<file path="src/rtl/dmc_pkg.sv">
// Constants for the DMA enable, reset and descriptor control slice
package dmc_pkg;
    // Register byte offsets
    localparam logic [7:0] OFS_CTRL = 8'h00;
    localparam logic [7:0] OFS_CKCFG = 8'h04;
    localparam logic [7:0] OFS_DBG = 8'h08;
    localparam logic [7:0] OFS_DBASE = 8'h0C;
    localparam logic [7:0] OFS_WBASE = 8'h10;
    localparam logic [7:0] OFS_CHSEL = 8'h14;
    localparam logic [7:0] OFS_CHCTL = 8'h18;
    localparam logic [7:0] OFS_STAT = 8'h1C;
    // Field positions
    localparam int CTRL_SOFT_RESET_BIT = 0;
    localparam int CTRL_DMAEN_BIT = 1;
    localparam int CTRL_CKEN_BIT = 2;
    localparam int CH_SOFT_RESET_BIT = 0;
    localparam int CH_EN_BIT = 1;
    localparam int STAT_BUSY_BIT = 0;
    localparam int STAT_BAD_BIT = 1;
    localparam int STAT_LVL_LSB = 8;
    localparam int DESC_VALID_BIT = 0;
    localparam int CKCFG_W = 4;
    // Values after reset
    localparam logic [31:0] RST_WORD = 32'h0000_0000;
    localparam logic [3:0] RST_CKCFG = 4'h0;
    localparam logic RST_DBG = 1'b0;
    // Descriptor shape: four words, sixteen bytes
    localparam int IDXW = 2;
    localparam logic [1:0] LAST_IDX = 2'h3;
    localparam int FIFO_DEPTH = 16;
    localparam int FIFO_WIDTH = 32;
    typedef enum logic [1:0] {DMC_IDLE, DMC_REQ, DMC_WAIT} dmc_fetch_e;
endpackage

</file>
<file path="src/rtl/dmc_ctrl.sv">
// Descriptor FIFO and DMA enable, reset and descriptor control top
`timescale 1ns/1ps
module dmc_fifo #(
    parameter int W = 32,
    parameter int D = 16
) (
    // Clock and reset
    input wire logic clk,
    input wire logic rst_n,
    input wire logic flush,
    // Fill side
    input wire logic in_valid,
    output logic in_ready,
    input wire logic [W-1:0] in_data,
    // Drain side
    output logic out_valid,
    input wire logic out_ready,
    output logic [W-1:0] out_data,
    output logic [$clog2(D):0] level
);
    localparam int AW = $clog2(D);
    logic [W-1:0] mem [D];
    logic [AW-1:0] wptr_reg;
    logic [AW-1:0] rptr_reg;
    logic [AW:0] cnt_reg;
    wire push = in_valid && in_ready;
    wire pop = out_valid && out_ready;
    assign in_ready = cnt_reg != (AW+1)'(D);
    assign out_valid = cnt_reg != '0;
    assign out_data = mem[rptr_reg];
    assign level = cnt_reg;
    always_ff @(posedge clk) begin
        if (push) begin
            mem[wptr_reg] <= in_data;
        end
    end
    always_ff @(posedge clk or negedge rst_n) begin
        if (!rst_n) begin
            wptr_reg <= '0;
            rptr_reg <= '0;
            cnt_reg <= '0;
        end else if (flush) begin
            wptr_reg <= '0;
            rptr_reg <= '0;
            cnt_reg <= '0;
        end else begin
            wptr_reg <= push ? wptr_reg + 1'b1 : wptr_reg;
            rptr_reg <= pop ? rptr_reg + 1'b1 : rptr_reg;
            cnt_reg <= cnt_reg + (AW+1)'(push) - (AW+1)'(pop);
        end
    end
endmodule

// Summary of operation
// RULE1 - Global DMA enable bit starts the controller; clearing it stops new work.
// RULE2 - Select channel first; then channel enable bit one enables, zero disables it.
// RULE3 - Checksum enable bit switches checksum unit on with one, off with zero.
// RULE4 - Soft reset acts only with both disabled; clears all but debug control.
// RULE5 - Channel reset restores selected channel state, only while that channel is disabled.
// RULE6 - Software prepares a valid first descriptor before enabling and triggering a channel.
// RULE7 - First descriptor defines first block; fetched words feed the transfer engine.
// RULE8 - Software keeps descriptors in SRAM; fetches go only to the SRAM port.
// RULE9 - Descriptors come from descriptor base; write-back goes to write-back base.
// RULE10 - Software configures checksum source and polynomial before enabling checksum.
// RULE11 - Channel enable and reset writes touch only the selected channel.
module dmc_ctrl #(
    parameter int NCH = 4,
    parameter int CHW = 2
) (
    // Clock and reset
    input wire logic hclk,
    input wire logic hresetn,
    // AHB-Lite slave
    input wire logic hsel,
    input wire logic [31:0] haddr,
    input wire logic [1:0] htrans,
    input wire logic hwrite,
    input wire logic [2:0] hsize,
    input wire logic hready,
    input wire logic [31:0] hwdata,
    output logic [31:0] hrdata,
    output logic hreadyout,
    output logic hresp,
    // Channel triggers, same clock
    input wire logic [NCH-1:0] chan_trigger,
    // SRAM descriptor read port
    output logic mem_req,
    output logic [31:0] mem_addr,
    input wire logic mem_rvalid,
    input wire logic [31:0] mem_rdata,
    // Descriptor stream to transfer engine
    output logic desc_valid,
    input wire logic desc_ready,
    output logic [dmc_pkg::FIFO_WIDTH-1:0] desc_data,
    // Control state
    output logic dma_active,
    output logic checksum_on,
    output logic [dmc_pkg::CKCFG_W-1:0] checksum_cfg,
    output logic debug_run,
    output logic [NCH-1:0] chan_enabled,
    output logic [31:0] writeback_addr
);
    import dmc_pkg::*;

    function automatic logic [NCH-1:0] chan_mask(input logic [CHW-1:0] ch);
        chan_mask = {{(NCH-1){1'b0}}, 1'b1} << ch;
    endfunction

    function automatic logic [CHW-1:0] first_one(input logic [NCH-1:0] v);
        first_one = '0;
        for (int i = NCH - 1; i >= 0; i--) begin
            if (v[i]) begin
                first_one = CHW'(i);
            end
        end
    endfunction

    function automatic logic [31:0] desc_addr(input logic [31:0] base,
            input logic [CHW-1:0] ch, input logic [IDXW-1:0] idx);
        desc_addr = base + {{(30-CHW-IDXW){1'b0}}, ch, idx, 2'b00};
    endfunction

    logic wr_pend_reg;
    logic rd_pend_reg;
    logic [7:0] addr_reg;
    logic [31:0] hrdata_reg;
    logic [31:0] rd_mux;
    logic hreadyout_reg;
    logic dma_en_reg;
    logic ck_en_reg;
    logic [CKCFG_W-1:0] ckcfg_reg;
    logic dbg_reg;
    logic [31:0] dbase_reg;
    logic [31:0] wbase_reg;
    logic [CHW-1:0] chsel_reg;
    logic [NCH-1:0] chen_reg;
    logic [NCH-1:0] pend_reg;
    logic bad_reg;
    dmc_fetch_e st_reg;
    dmc_fetch_e st_next;
    logic [CHW-1:0] ch_reg;
    logic [IDXW-1:0] idx_reg;
    logic mem_req_reg;
    logic [31:0] mem_addr_reg;
    logic [31:0] wb_addr_reg;
    logic dv_reg;
    logic [FIFO_WIDTH-1:0] dd_reg;
    logic f_in_ready;
    logic f_out_valid;
    logic [FIFO_WIDTH-1:0] f_out_data;
    logic [$clog2(FIFO_DEPTH):0] f_level;

    // Bus decode
    wire acc = hsel && hready && htrans[1];
    wire w_ctrl = wr_pend_reg && addr_reg == OFS_CTRL;
    wire w_ch = wr_pend_reg && addr_reg == OFS_CHCTL;
    wire sreset_ok = !dma_en_reg && !ck_en_reg;
    wire do_sreset = w_ctrl && hwdata[CTRL_SOFT_RESET_BIT] && sreset_ok;
    wire w_ctrl_norm = w_ctrl && !hwdata[CTRL_SOFT_RESET_BIT];
    wire w_en = w_ch && !hwdata[CH_SOFT_RESET_BIT];
    wire ch_rst = w_ch && hwdata[CH_SOFT_RESET_BIT];
    wire [NCH-1:0] sel_mask = chan_mask(chsel_reg);
    wire [NCH-1:0] rst_mask = ch_rst ? (sel_mask & ~chen_reg) : '0;

    // Fetch arbitration
    wire [NCH-1:0] ready_ch = pend_reg & chen_reg;
    wire start = st_reg == DMC_IDLE && dma_en_reg && |ready_ch;
    wire [CHW-1:0] pick = first_one(ready_ch);
    wire [NCH-1:0] grant_mask = start ? chan_mask(pick) : '0;
    wire f_push = st_reg == DMC_WAIT && mem_rvalid;
    wire f_pop = !dv_reg || desc_ready;
    wire word0_bad = f_push && idx_reg == '0 && !mem_rdata[DESC_VALID_BIT];

    wire [NCH-1:0] chen_next = do_sreset ? '0 :
        !w_en ? chen_reg :
        hwdata[CH_EN_BIT] ? (chen_reg | sel_mask) : (chen_reg & ~sel_mask); // RULE2 RULE11
    wire [NCH-1:0] pend_next = do_sreset ? '0 :
        (pend_reg & ~grant_mask & ~rst_mask) | (chan_trigger & chen_reg); // RULE5 RULE11

    always_comb begin
        rd_mux = RST_WORD;
        case (addr_reg)
            OFS_CTRL: begin
                rd_mux[CTRL_DMAEN_BIT] = dma_en_reg;
                rd_mux[CTRL_CKEN_BIT] = ck_en_reg;
            end
            OFS_CKCFG: rd_mux[CKCFG_W-1:0] = ckcfg_reg;
            OFS_DBG: rd_mux[0] = dbg_reg;
            OFS_DBASE: rd_mux = dbase_reg;
            OFS_WBASE: rd_mux = wbase_reg;
            OFS_CHSEL: rd_mux[CHW-1:0] = chsel_reg;
            OFS_CHCTL: rd_mux[CH_EN_BIT] = |(chen_reg & sel_mask);
            OFS_STAT: begin
                rd_mux[STAT_BUSY_BIT] = st_reg != DMC_IDLE;
                rd_mux[STAT_BAD_BIT] = bad_reg;
                rd_mux[STAT_LVL_LSB +: $clog2(FIFO_DEPTH)+1] = f_level;
            end
            default: rd_mux = RST_WORD;
        endcase
    end

    // Reads take one wait state so a preceding write is visible
    always_ff @(posedge hclk or negedge hresetn) begin
        if (!hresetn) begin
            wr_pend_reg <= 1'b0;
            rd_pend_reg <= 1'b0;
            addr_reg <= '0;
            hreadyout_reg <= 1'b1;
            hrdata_reg <= RST_WORD;
        end else begin
            wr_pend_reg <= acc && hwrite;
            rd_pend_reg <= acc && !hwrite;
            addr_reg <= acc ? haddr[7:0] : addr_reg;
            hreadyout_reg <= !(acc && !hwrite);
            hrdata_reg <= rd_pend_reg ? rd_mux : hrdata_reg;
        end
    end

    // Debug control survives soft reset
    always_ff @(posedge hclk or negedge hresetn) begin
        if (!hresetn) begin
            dbg_reg <= RST_DBG;
        end else if (wr_pend_reg && addr_reg == OFS_DBG) begin
            dbg_reg <= hwdata[0];
        end
    end

    always_ff @(posedge hclk or negedge hresetn) begin
        if (!hresetn) begin
            dma_en_reg <= 1'b0;
            ck_en_reg <= 1'b0;
            ckcfg_reg <= RST_CKCFG;
            dbase_reg <= RST_WORD;
            wbase_reg <= RST_WORD;
            chsel_reg <= '0;
        end else if (do_sreset) begin // RULE4
            dma_en_reg <= 1'b0;
            ck_en_reg <= 1'b0;
            ckcfg_reg <= RST_CKCFG;
            dbase_reg <= RST_WORD;
            wbase_reg <= RST_WORD;
            chsel_reg <= '0;
        end else if (wr_pend_reg) begin
            if (w_ctrl_norm) begin
                dma_en_reg <= hwdata[CTRL_DMAEN_BIT]; // RULE1
                ck_en_reg <= hwdata[CTRL_CKEN_BIT]; // RULE3
            end
            if (addr_reg == OFS_CKCFG) begin
                ckcfg_reg <= hwdata[CKCFG_W-1:0];
            end
            if (addr_reg == OFS_DBASE) begin
                dbase_reg <= {hwdata[31:2], 2'b00};
            end
            if (addr_reg == OFS_WBASE) begin
                wbase_reg <= {hwdata[31:2], 2'b00};
            end
            if (addr_reg == OFS_CHSEL) begin
                chsel_reg <= hwdata[CHW-1:0];
            end
        end
    end

    always_ff @(posedge hclk or negedge hresetn) begin
        if (!hresetn) begin
            chen_reg <= '0;
            pend_reg <= '0;
        end else begin
            chen_reg <= chen_next;
            pend_reg <= pend_next;
        end
    end

    // Descriptor fetch, one word at a time, only with FIFO room
    always_comb begin
        st_next = st_reg;
        case (st_reg)
            DMC_IDLE: st_next = start ? DMC_REQ : DMC_IDLE; // RULE1 RULE7
            DMC_REQ: st_next = f_in_ready ? DMC_WAIT : DMC_REQ;
            DMC_WAIT: begin
                if (mem_rvalid) begin
                    st_next = idx_reg == LAST_IDX ? DMC_IDLE : DMC_REQ;
                end
            end
            default: st_next = DMC_IDLE;
        endcase
    end

    always_ff @(posedge hclk or negedge hresetn) begin
        if (!hresetn) begin
            st_reg <= DMC_IDLE;
            ch_reg <= '0;
            idx_reg <= '0;
            wb_addr_reg <= RST_WORD;
        end else if (do_sreset) begin
            st_reg <= DMC_IDLE;
            idx_reg <= '0;
            wb_addr_reg <= RST_WORD;
        end else begin
            st_reg <= st_next;
            ch_reg <= start ? pick : ch_reg;
            idx_reg <= start ? '0 : f_push ? idx_reg + 1'b1 : idx_reg;
            wb_addr_reg <= start ? desc_addr(wbase_reg, pick, '0) : wb_addr_reg; // RULE9
        end
    end

    always_ff @(posedge hclk or negedge hresetn) begin
        if (!hresetn) begin
            mem_req_reg <= 1'b0;
            mem_addr_reg <= RST_WORD;
        end else begin
            mem_req_reg <= st_reg == DMC_REQ && f_in_ready && !do_sreset; // RULE8
            if (st_reg == DMC_REQ && f_in_ready) begin
                mem_addr_reg <= desc_addr(dbase_reg, ch_reg, idx_reg); // RULE9
            end
        end
    end

    // First word without its valid mark is flagged
    always_ff @(posedge hclk or negedge hresetn) begin
        if (!hresetn) begin
            bad_reg <= 1'b0;
        end else if (word0_bad) begin // RULE6 RULE7
            bad_reg <= 1'b1;
        end else if (do_sreset) begin
            bad_reg <= 1'b0;
        end
    end

    dmc_fifo #(.W(FIFO_WIDTH), .D(FIFO_DEPTH)) u_fifo (
        .clk(hclk),
        .rst_n(hresetn),
        .flush(do_sreset),
        .in_valid(f_push),
        .in_ready(f_in_ready),
        .in_data(mem_rdata),
        .out_valid(f_out_valid),
        .out_ready(f_pop),
        .out_data(f_out_data),
        .level(f_level)
    );

    // Output stage so the stream comes from flops
    always_ff @(posedge hclk or negedge hresetn) begin
        if (!hresetn) begin
            dv_reg <= 1'b0;
            dd_reg <= '0;
        end else if (do_sreset) begin
            dv_reg <= 1'b0;
        end else if (f_pop) begin
            dv_reg <= f_out_valid;
            dd_reg <= f_out_valid ? f_out_data : dd_reg;
        end
    end

    always_ff @(posedge hclk or negedge hresetn) begin
        if (!hresetn) begin
            hresp <= 1'b0;
        end else begin
            hresp <= 1'b0;
        end
    end

    assign hrdata = hrdata_reg;
    assign hreadyout = hreadyout_reg;
    assign mem_req = mem_req_reg;
    assign mem_addr = mem_addr_reg;
    assign desc_valid = dv_reg;
    assign desc_data = dd_reg;
    assign dma_active = dma_en_reg;
    assign checksum_on = ck_en_reg;
    assign checksum_cfg = ckcfg_reg;
    assign debug_run = dbg_reg;
    assign chan_enabled = chen_reg;
    assign writeback_addr = wb_addr_reg;
endmodule

</file>
<file path="config.mk">
export PLATFORM = sky130hd
export DESIGN_NAME = dmc_ctrl
export DESIGN_NICKNAME = d
export VERILOG_FILES = /design/src/rtl/dmc_pkg.sv /design/src/rtl/dmc_ctrl.sv
export SDC_FILE = /design/constraint.sdc
export NUM_CORES = 1
export LEC_CHECK = 0
export ABC_AREA = 1
export BUFFER_PORTS_ARGS = -buffer_cell sky130_fd_sc_hd__buf_2
export CAP_MARGIN = 15
export CORE_ASPECT_RATIO = 1.2
export CORE_MARGIN = 4
export CORE_UTILIZATION = 47
export CTS_BUF_LIST = sky130_fd_sc_hd__clkbuf_4
export CTS_CLUSTER_DIAMETER = 80
export DETAILED_ROUTE_END_ITERATION = 8
export SLEW_MARGIN = 25
export SYNTH_ARGS = -nofsm -noshare
export SYNTH_HDL_FRONTEND = slang
export SYNTH_SLANG_ARGS = --single-unit
</file>
<file path="constraint.sdc">
create_clock -name hclk -period 4.05 [get_ports hclk]
set_input_delay 0 -clock hclk [delete_from_list [all_inputs] [get_ports hclk]]
set_output_delay 0 -clock hclk [all_outputs]
set_load 0.005 [all_outputs]
</file>
### Word level (Yosys, flattened, before mapping)

Memory sizes are Yosys's and may differ from the RTL's. A register that Yosys moved wholly into a read port is not among the register bits.
Index checks and enable logic that the tools add are counted.

* bitwise logic cells: 14
* shifts and indexed selects: 2
* reduce and logical (&&, ||, !) cells: 59
* multiplexer cells: 57
* equality and inequality tests: 12
* add/sub/neg operators: 7

Operators by type and width (count)
* 32-bit 2-to-1 mux: 8
* 32-bit by 6-bit adder with 32-bit output: 2
* 4-bit 2-to-1 mux: 13
* 19-bit one-hot mux with 2 select lines: 1
* 8-bit by 5-bit equality test with 1-bit output, second input constant: 4
* 4-bit bitwise AND: 7
* 2-bit 2-to-1 mux: 13
* 2-bit nonzero test: 13
* 1-bit logical AND: 22
* 8-bit by 4-bit equality test with 1-bit output, second input constant: 2
* 4-bit inverter: 4
* 5-bit one-hot mux with 3 select lines: 1
* 1-bit 2-to-1 mux: 14
* 2-bit AND reduction: 6
* 1-bit logical NOT: 9
* 4-bit by 1-bit adder with 4-bit output, second input constant: 2
* 8-bit by 3-bit equality test with 1-bit output, second input constant: 1
* 8-bit logical NOT: 1
* 4-bit OR: 2
* 4-bit one-hot mux with 2 select lines: 1
* 4-bit OR reduction: 2
* 1-bit by 2-bit left shift with 4-bit output, first input constant: 2
* 1-bit one-hot mux with 7 select lines: 1
* 1-bit one-hot mux with 6 select lines: 1
* other kinds (17): 19

* output and inout port bits: 143
* logic and storage cells: 177
* flip-flop bits (word level): 210
* input port bits: 112
* memories: 1
* RAM bits: 512

Memory list
* u_fifo.mem: depth 16, bits a word 32, read ports 1, clocked after memory_dff 1, write ports 1, RTL line dmc_ctrl.sv:22 `logic [W-1:0] mem [D];`

### Depth between registers and ports, before layout

* depth after elaboration: 12
* depth in mapped cells: 15
* gate-level depth less buffers: 15

### Cells and area by module

A second synthesis with hierarchy kept.

* cells, all modules: 3672
* area, all modules: 33672.3 sq um

By module, submodules not included
* dmc_fifo: cells an instance 2118, seq. area each 15700.1 sq um, times used 1, area an instance 22326.4 sq um
* dmc_ctrl: cells an instance 1554, seq. area each 5531.6 sq um, times used 1, area an instance 11345.9 sq um

### Worst setup path after synthesis

No wires, ideal clock.

* kind: reg-to-reg
* from: reg st_reg[0]
* to: mem u_fifo.mem[11][0] (enable)
* arrival: 2451 ps
* path buffers: 0
* clock period less this slack: 2872 ps
* slack: 1178 ps
* setup time: 421 ps
* required time: 3629 ps
* stages on the path, launching flop included: 8
* path through: dfrtp_1 inv_1 nand2_1 nor2_1 nand2_1 clkinv_1 nand2_1 nor2_1

* cells in the longest elaborated chain, start to end: 5

RTL lines
* from (decl): RTL line dmc_ctrl.sv:139 `dmc_fetch_e st_reg;`
* from (signal assigned): RTL line dmc_ctrl.sv:299 `st_reg <= st_next;`
* 2-bit equality test: RTL line dmc_ctrl.sv:170 `wire f_push = st_reg == DMC_WAIT && mem_rvalid;`
* 1-bit logical AND: RTL line dmc_ctrl.sv:170
* 1-bit logical AND: RTL line dmc_ctrl.sv:26 `wire push = in_valid && in_ready;`
* 1-bit 2-to-1 mux: RTL line dmc_ctrl.sv:33 `if (push) begin`
* 1-bit 2-to-1 mux (not written as such): RTL line dmc_ctrl.sv:34 `mem[wptr_reg] <= in_data;`
* to (decl): RTL line dmc_ctrl.sv:22

No other way between the ends.

### Worst setup path in the final report

* from: reg chen_reg[2], in the netlist chan_enabled[2]
* to: reg wb_addr_reg[18], in the netlist writeback_addr[18]

* cells in the longest elaborated chain, start to end: 7
* elaborated cells between the ends (all ways): 10
* those cells by class: add/sub: 1; mux: 5; bitwise: 1; reduce/logical: 3

RTL lines
* from (decl): RTL line dmc_ctrl.sv:136 `logic [NCH-1:0] chen_reg;`
* from (signal assigned): RTL line dmc_ctrl.sv:268 `chen_reg <= chen_next;`
* 4-bit bitwise AND: RTL line dmc_ctrl.sv:166 `wire [NCH-1:0] ready_ch = pend_reg & chen_reg;`
* 2-bit 2-to-1 mux (3 in series): RTL line dmc_ctrl.sv:112 `if (v[i]) begin`
* named net pick[0]: RTL line dmc_ctrl.sv:168 `wire [CHW-1:0] pick = first_one(ready_ch);`
* 32-bit by 6-bit adder with 32-bit output: RTL line dmc_ctrl.sv:120 `desc_addr = base + {{(30-CHW-IDXW){1'b0}}, ch, idx, 2'b00};`
* 32-bit 2-to-1 mux: RTL line dmc_ctrl.sv:302 `wb_addr_reg <= start ? desc_addr(wbase_reg, pick, '0) : wb_addr_reg;`
* 32-bit 2-to-1 mux: RTL line dmc_ctrl.sv:294 `end else if (do_sreset) begin`
* to (signal assigned): RTL line dmc_ctrl.sv:302
* to (decl): RTL line dmc_ctrl.sv:145 `logic [31:0] wb_addr_reg;`

The timed path passes the listed nets, and every way through them passes these cells. The select of a mux whose other input is x is not followed.
A chain may end at the register's enable or synchronous reset.

==> out/qor.yml <==
status:
  status: "completed"
placement:
  finalWeightedCongestion: 0.894
  placed_area_mm2: 0.0344
  total_of_buffers_placed_on_input_and_output_ports: 221
  detailed_place_hpwl_um: 54200
  post-place-cells: 4288
worst_setup_path:
  worst_ep_required_time_ps: 5010
  worst_r2r_startpoint: "chan_enabled[2]"
  worstPathMaxFanout: 7
  timing.critical_path.from_type: "register"
  worstSetupStartpoint: "chan_enabled[2]"
  worst-endpoint-arrival_ps: 3990
  setup.worst_path.end_class: "register"
  path_class: "register to register"
timing:
  setup_viol: 0
  layout_worst_path_cycle_share: 0.748
  max_slew_headroom: 0.303
  worst_clock_skew_ps: 85.5
  tightest_slew_ps: 1040
  finalHoldViolCount: 0
  max_clock_freq_mhz: 330
  setup_repair_after_global_routing_missed_its_margin: "no"
  finalCriticalPeriod_ps: 3030
  maxSlewViolCount: 0
  final.hold.worst_slack_ps: 177
  setup-tns-final_ps: 0
route:
  via_count: 25181
  drt_first_iter_violations: 1983
  vias_per_cell: 5.26
  detail_route.wirelength_um: 91300
  detail_route.first_pass.iterations: 8
  drc_violation_count_after_routing: 0
  route.detailed.wl_per_inst_um: 19.1
  ant_nets: 0
cts:
  number_of_buffers_added_by_the_clock_tree_synthesis_step: 186
  postCtsResizedCells: 0
  root_buffer: "sky130_fd_sc_hd__clkbuf_4"
  numClockSinks: 746
  clock_tree.buffer_depth: 3
  cts-htree-levels: 4
  cts_tree: "built"
  worst_setup_hold_path_clk_slew_ps: 70
  insertion_delay_to_the_later_sink_of_the_worst_skew_pair_ps: 1050
yosys:
  avgSynthCellArea_um2: 9.88
  synth.distinct_cells: 41
  synthesis.yosys.warnings: 0
  largest_family_of_logic_cells_by_synthesized_area: "simple AND/OR/NAND/NOR gates"
  synth-seq-area-share: 0.654
  synth_xor_area_frac: 0.00567
  post_synth_inst_count: 3285
  compound_gate_portion_of_the_synthesized_area: 0.0480
  post_synth_and_or_nand_nor_area_fraction: 0.236
  synth_edf_count: 512
  synth_mux_area_frac: 0.00173
  synth.ff_latch_count: 746
  synth_adder_area_share: 0.00918
  ys_async_sr_fraction: 0.314
  ys.flop_type: "sky130_fd_sc_hd__edfxtp_1"
  mappedNetlistArea_mm2: 0.0325
global_routing:
  number_of_global_route_vias_before_repair: 25238
  grt.total_usage: 0.250
  number_of_antenna_violations_at_the_first_check_in_global_routing: 4
  grt_max_degree: 241
  grt_first_pass_wirelength_um: 142000
  grt_remaining_overflow: 0
cells_and_area:
  largest_register_ffs: 512
  layoutNonFillerInstCount: 4789
  areaGrowthSynthToFinish_pct: 18.6
  final_design_area_no_fill_mm2: 0.0385
  num-nets-final: 3872
  fin_util: 0.562
  final_layout_size_suffix_gt1_frac: 0.157
floorplan:
  dieArea_mm2: 0.0733
  floorplan.core_area_mm2: 0.0684
  top_level_ports: 255
  number_of_rows_in_the_core_area: 105
  fp.dieW_um: 248
  initial_util: 0.474
  fp.dieH_um: 296
pwr:
  ir_drop_v: 0.000567
  cellLeakagePower_nw: 16.0
  p_per_area_mw_per_mm2: 571
flow_run:
  max_cap_viol_count: 0
min_path:
  worst_min_delay_path_category: "input pin to asynchronous set/reset pin"
critical path, cell delays in order, from the launching register on:
cell and delay [ps]:
sky130_fd_sc_hd__dfrtp_1 450, sky130_fd_sc_hd__nand2_1 140, sky130_fd_sc_hd__nand3_1 90, sky130_fd_sc_hd__a21boi_0 360
sky130_fd_sc_hd__ha_1 260, sky130_fd_sc_hd__inv_1 60, sky130_fd_sc_hd__fa_1 480, sky130_fd_sc_hd__inv_1 140
sky130_fd_sc_hd__nand3_1 160, sky130_fd_sc_hd__nor2_1 420, sky130_fd_sc_hd__inv_1 80, sky130_fd_sc_hd__o21ai_0 160
sky130_fd_sc_hd__nand3_1 90, sky130_fd_sc_hd__nand2_1 70
cell usage after synthesis, types with 2 or more instances:
library cell | n | share of area
sky130_fd_sc_hd__nor2_4 | 4 | 0.0014
sky130_fd_sc_hd__dfrtp_1 | 233 | 0.18
sky130_fd_sc_hd__nand2_1 | 816 | 0.094
sky130_fd_sc_hd__buf_4 | 15 | 0.0035
sky130_fd_sc_hd__a21oi_1 | 61 | 0.0094
sky130_fd_sc_hd__inv_1 | 143 | 0.017
sky130_fd_sc_hd__o21ai_0 | 228 | 0.035
sky130_fd_sc_hd__buf_2 | 73 | 0.011
sky130_fd_sc_hd__nand4_1 | 29 | 0.0056
sky130_fd_sc_hd__nand3_2 | 3 | 0.00093
sky130_fd_sc_hd__or2_2 | 4 | 0.00077
sky130_fd_sc_hd__o21ai_1 | 11 | 0.0017
sky130_fd_sc_hd__inv_2 | 6 | 0.00069
sky130_fd_sc_hd__buf_1 | 16 | 0.0019
sky130_fd_sc_hd__nor2_1 | 589 | 0.068
sky130_fd_sc_hd__clkbuf_1 | 58 | 0.0067
sky130_fd_sc_hd__nand2_2 | 3 | 0.00058
sky130_fd_sc_hd__a21o_1 | 2 | 0.00046
sky130_fd_sc_hd__ha_1 | 19 | 0.0073
sky130_fd_sc_hd__nor3_1 | 17 | 0.0026
sky130_fd_sc_hd__edfxtp_1 | 512 | 0.47
sky130_fd_sc_hd__nand3b_1 | 4 | 0.00093
sky130_fd_sc_hd__xor2_1 | 13 | 0.0035
sky130_fd_sc_hd__xnor2_1 | 8 | 0.0022
sky130_fd_sc_hd__fa_1 | 3 | 0.0019
sky130_fd_sc_hd__buf_6 | 12 | 0.0042
sky130_fd_sc_hd__clkinv_1 | 2 | 0.00023
sky130_fd_sc_hd__nor2_2 | 3 | 0.00058
sky130_fd_sc_hd__nand3_1 | 382 | 0.059
sky130_fd_sc_hd__mux2_2 | 5 | 0.0017
final cells by class:
class / instances / area (um2)
Tap cell: 909 / 1140
Clock inverter: 57 / 314
Antenna cell: 4 / 10.0
Timing Repair Buffer: 435 / 3270
Fill cell: 5983 / 30000
Inverter: 151 / 571
Multi-Input combinational cell: 2218 / 9910
Clock buffer: 269 / 2020
Sequential cell: 746 / 21200
kinds of logic (layout without fill, tap and decap cells):
| group | after synthesis | in the layout |
|---|---|---|
| buffers and inverters | 325 | 912 |
| other | 1 | 9 |
| XOR/XNOR | 21 | 21 |
| multiplexers | 5 | 5 |
| AO/OA/AOI/OAI | 307 | 307 |
| adder cells (fa/ha/maj) | 22 | 22 |
| flip-flops | 746 | 746 |
| AND/OR/NAND/NOR | 1858 | 1858 |
where the power goes:
part	switching [W]	total, W	internal, W
clock	0.00304	0.00621	0.00318
sequential	0.000538	0.00936	0.00882
combinational	0.00424	0.00639	0.00216
placed cells by master (no fill, tap or decap), types with 7 or more instances in the layout:
| cell | n |
|---|---|
| sky130_fd_sc_hd__inv_1 | 141 |
| sky130_fd_sc_hd__buf_2 | 220 |
| sky130_fd_sc_hd__dlygate4sd3_1 | 169 |
| sky130_fd_sc_hd__clkbuf_4 | 269 |
| sky130_fd_sc_hd__dfrtp_1 | 230 |
| sky130_fd_sc_hd__nor2_1 | 571 |
| sky130_fd_sc_hd__o21ai_0 | 228 |
| sky130_fd_sc_hd__xor2_1 | 13 |
| sky130_fd_sc_hd__nor3_1 | 17 |
| sky130_fd_sc_hd__nand3_1 | 382 |
| sky130_fd_sc_hd__xnor2_1 | 8 |
| sky130_fd_sc_hd__buf_12 | 7 |
| sky130_fd_sc_hd__a21oi_1 | 61 |
| sky130_fd_sc_hd__buf_4 | 36 |
| sky130_fd_sc_hd__ha_1 | 19 |
| sky130_fd_sc_hd__nand2_1 | 816 |
| sky130_fd_sc_hd__nor2_4 | 20 |
| sky130_fd_sc_hd__clkinv_1 | 43 |
| sky130_fd_sc_hd__nand4_1 | 29 |
| sky130_fd_sc_hd__o21ai_1 | 11 |
| sky130_fd_sc_hd__edfxtp_1 | 512 |
per-stage QoR:
| stage | setup slack (ps) | power [W] |
|---|---|---|
| after CTS | 937 | 0.0222 |
| after global placement | 1080 | 0.0157 |
| after global routing | 786 | 0.0235 |
| after detailed placement | 1050 | 0.0158 |
| final | 1020 | 0.0220 |
| after floorplan | 1180 | 0.0135 |
path summary, 6_finish.rpt:
path                                            to  slack [ps]  cells past startpoint
worst max register to register  writeback_addr[18]        1020                     13
min in group hclk                      addr_reg[4]         290                      5
worst max-delay path            writeback_addr[18]        1020                     13
max in group asynchronous             desc_data[5]        3280                      4
worst min-delay path                  mem_addr[11]         180                      4
worst min register to register       desc_data[26]         480                      2
routing by layer:
| layer | GRT usage | vias up | routed length [um] |
|---|---|---|---|
| li1 | - | 12030 | - |
| met1 | 0.320 | 12096 | 37300 |
| met2 | 0.426 | 888 | 45600 |
| met3 | 0.0479 | 165 | 5710 |
| met4 | 0.0936 | 2 | 2550 |
| met5 | 0 | - | 13 |
timing repair:
action / in CTS / in global routing
endpoints found under the hold margin: 854 / 0
hold buffers: 170 / 0
buffers inserted: 0 / 0
(Power assumes the default switching activity.)
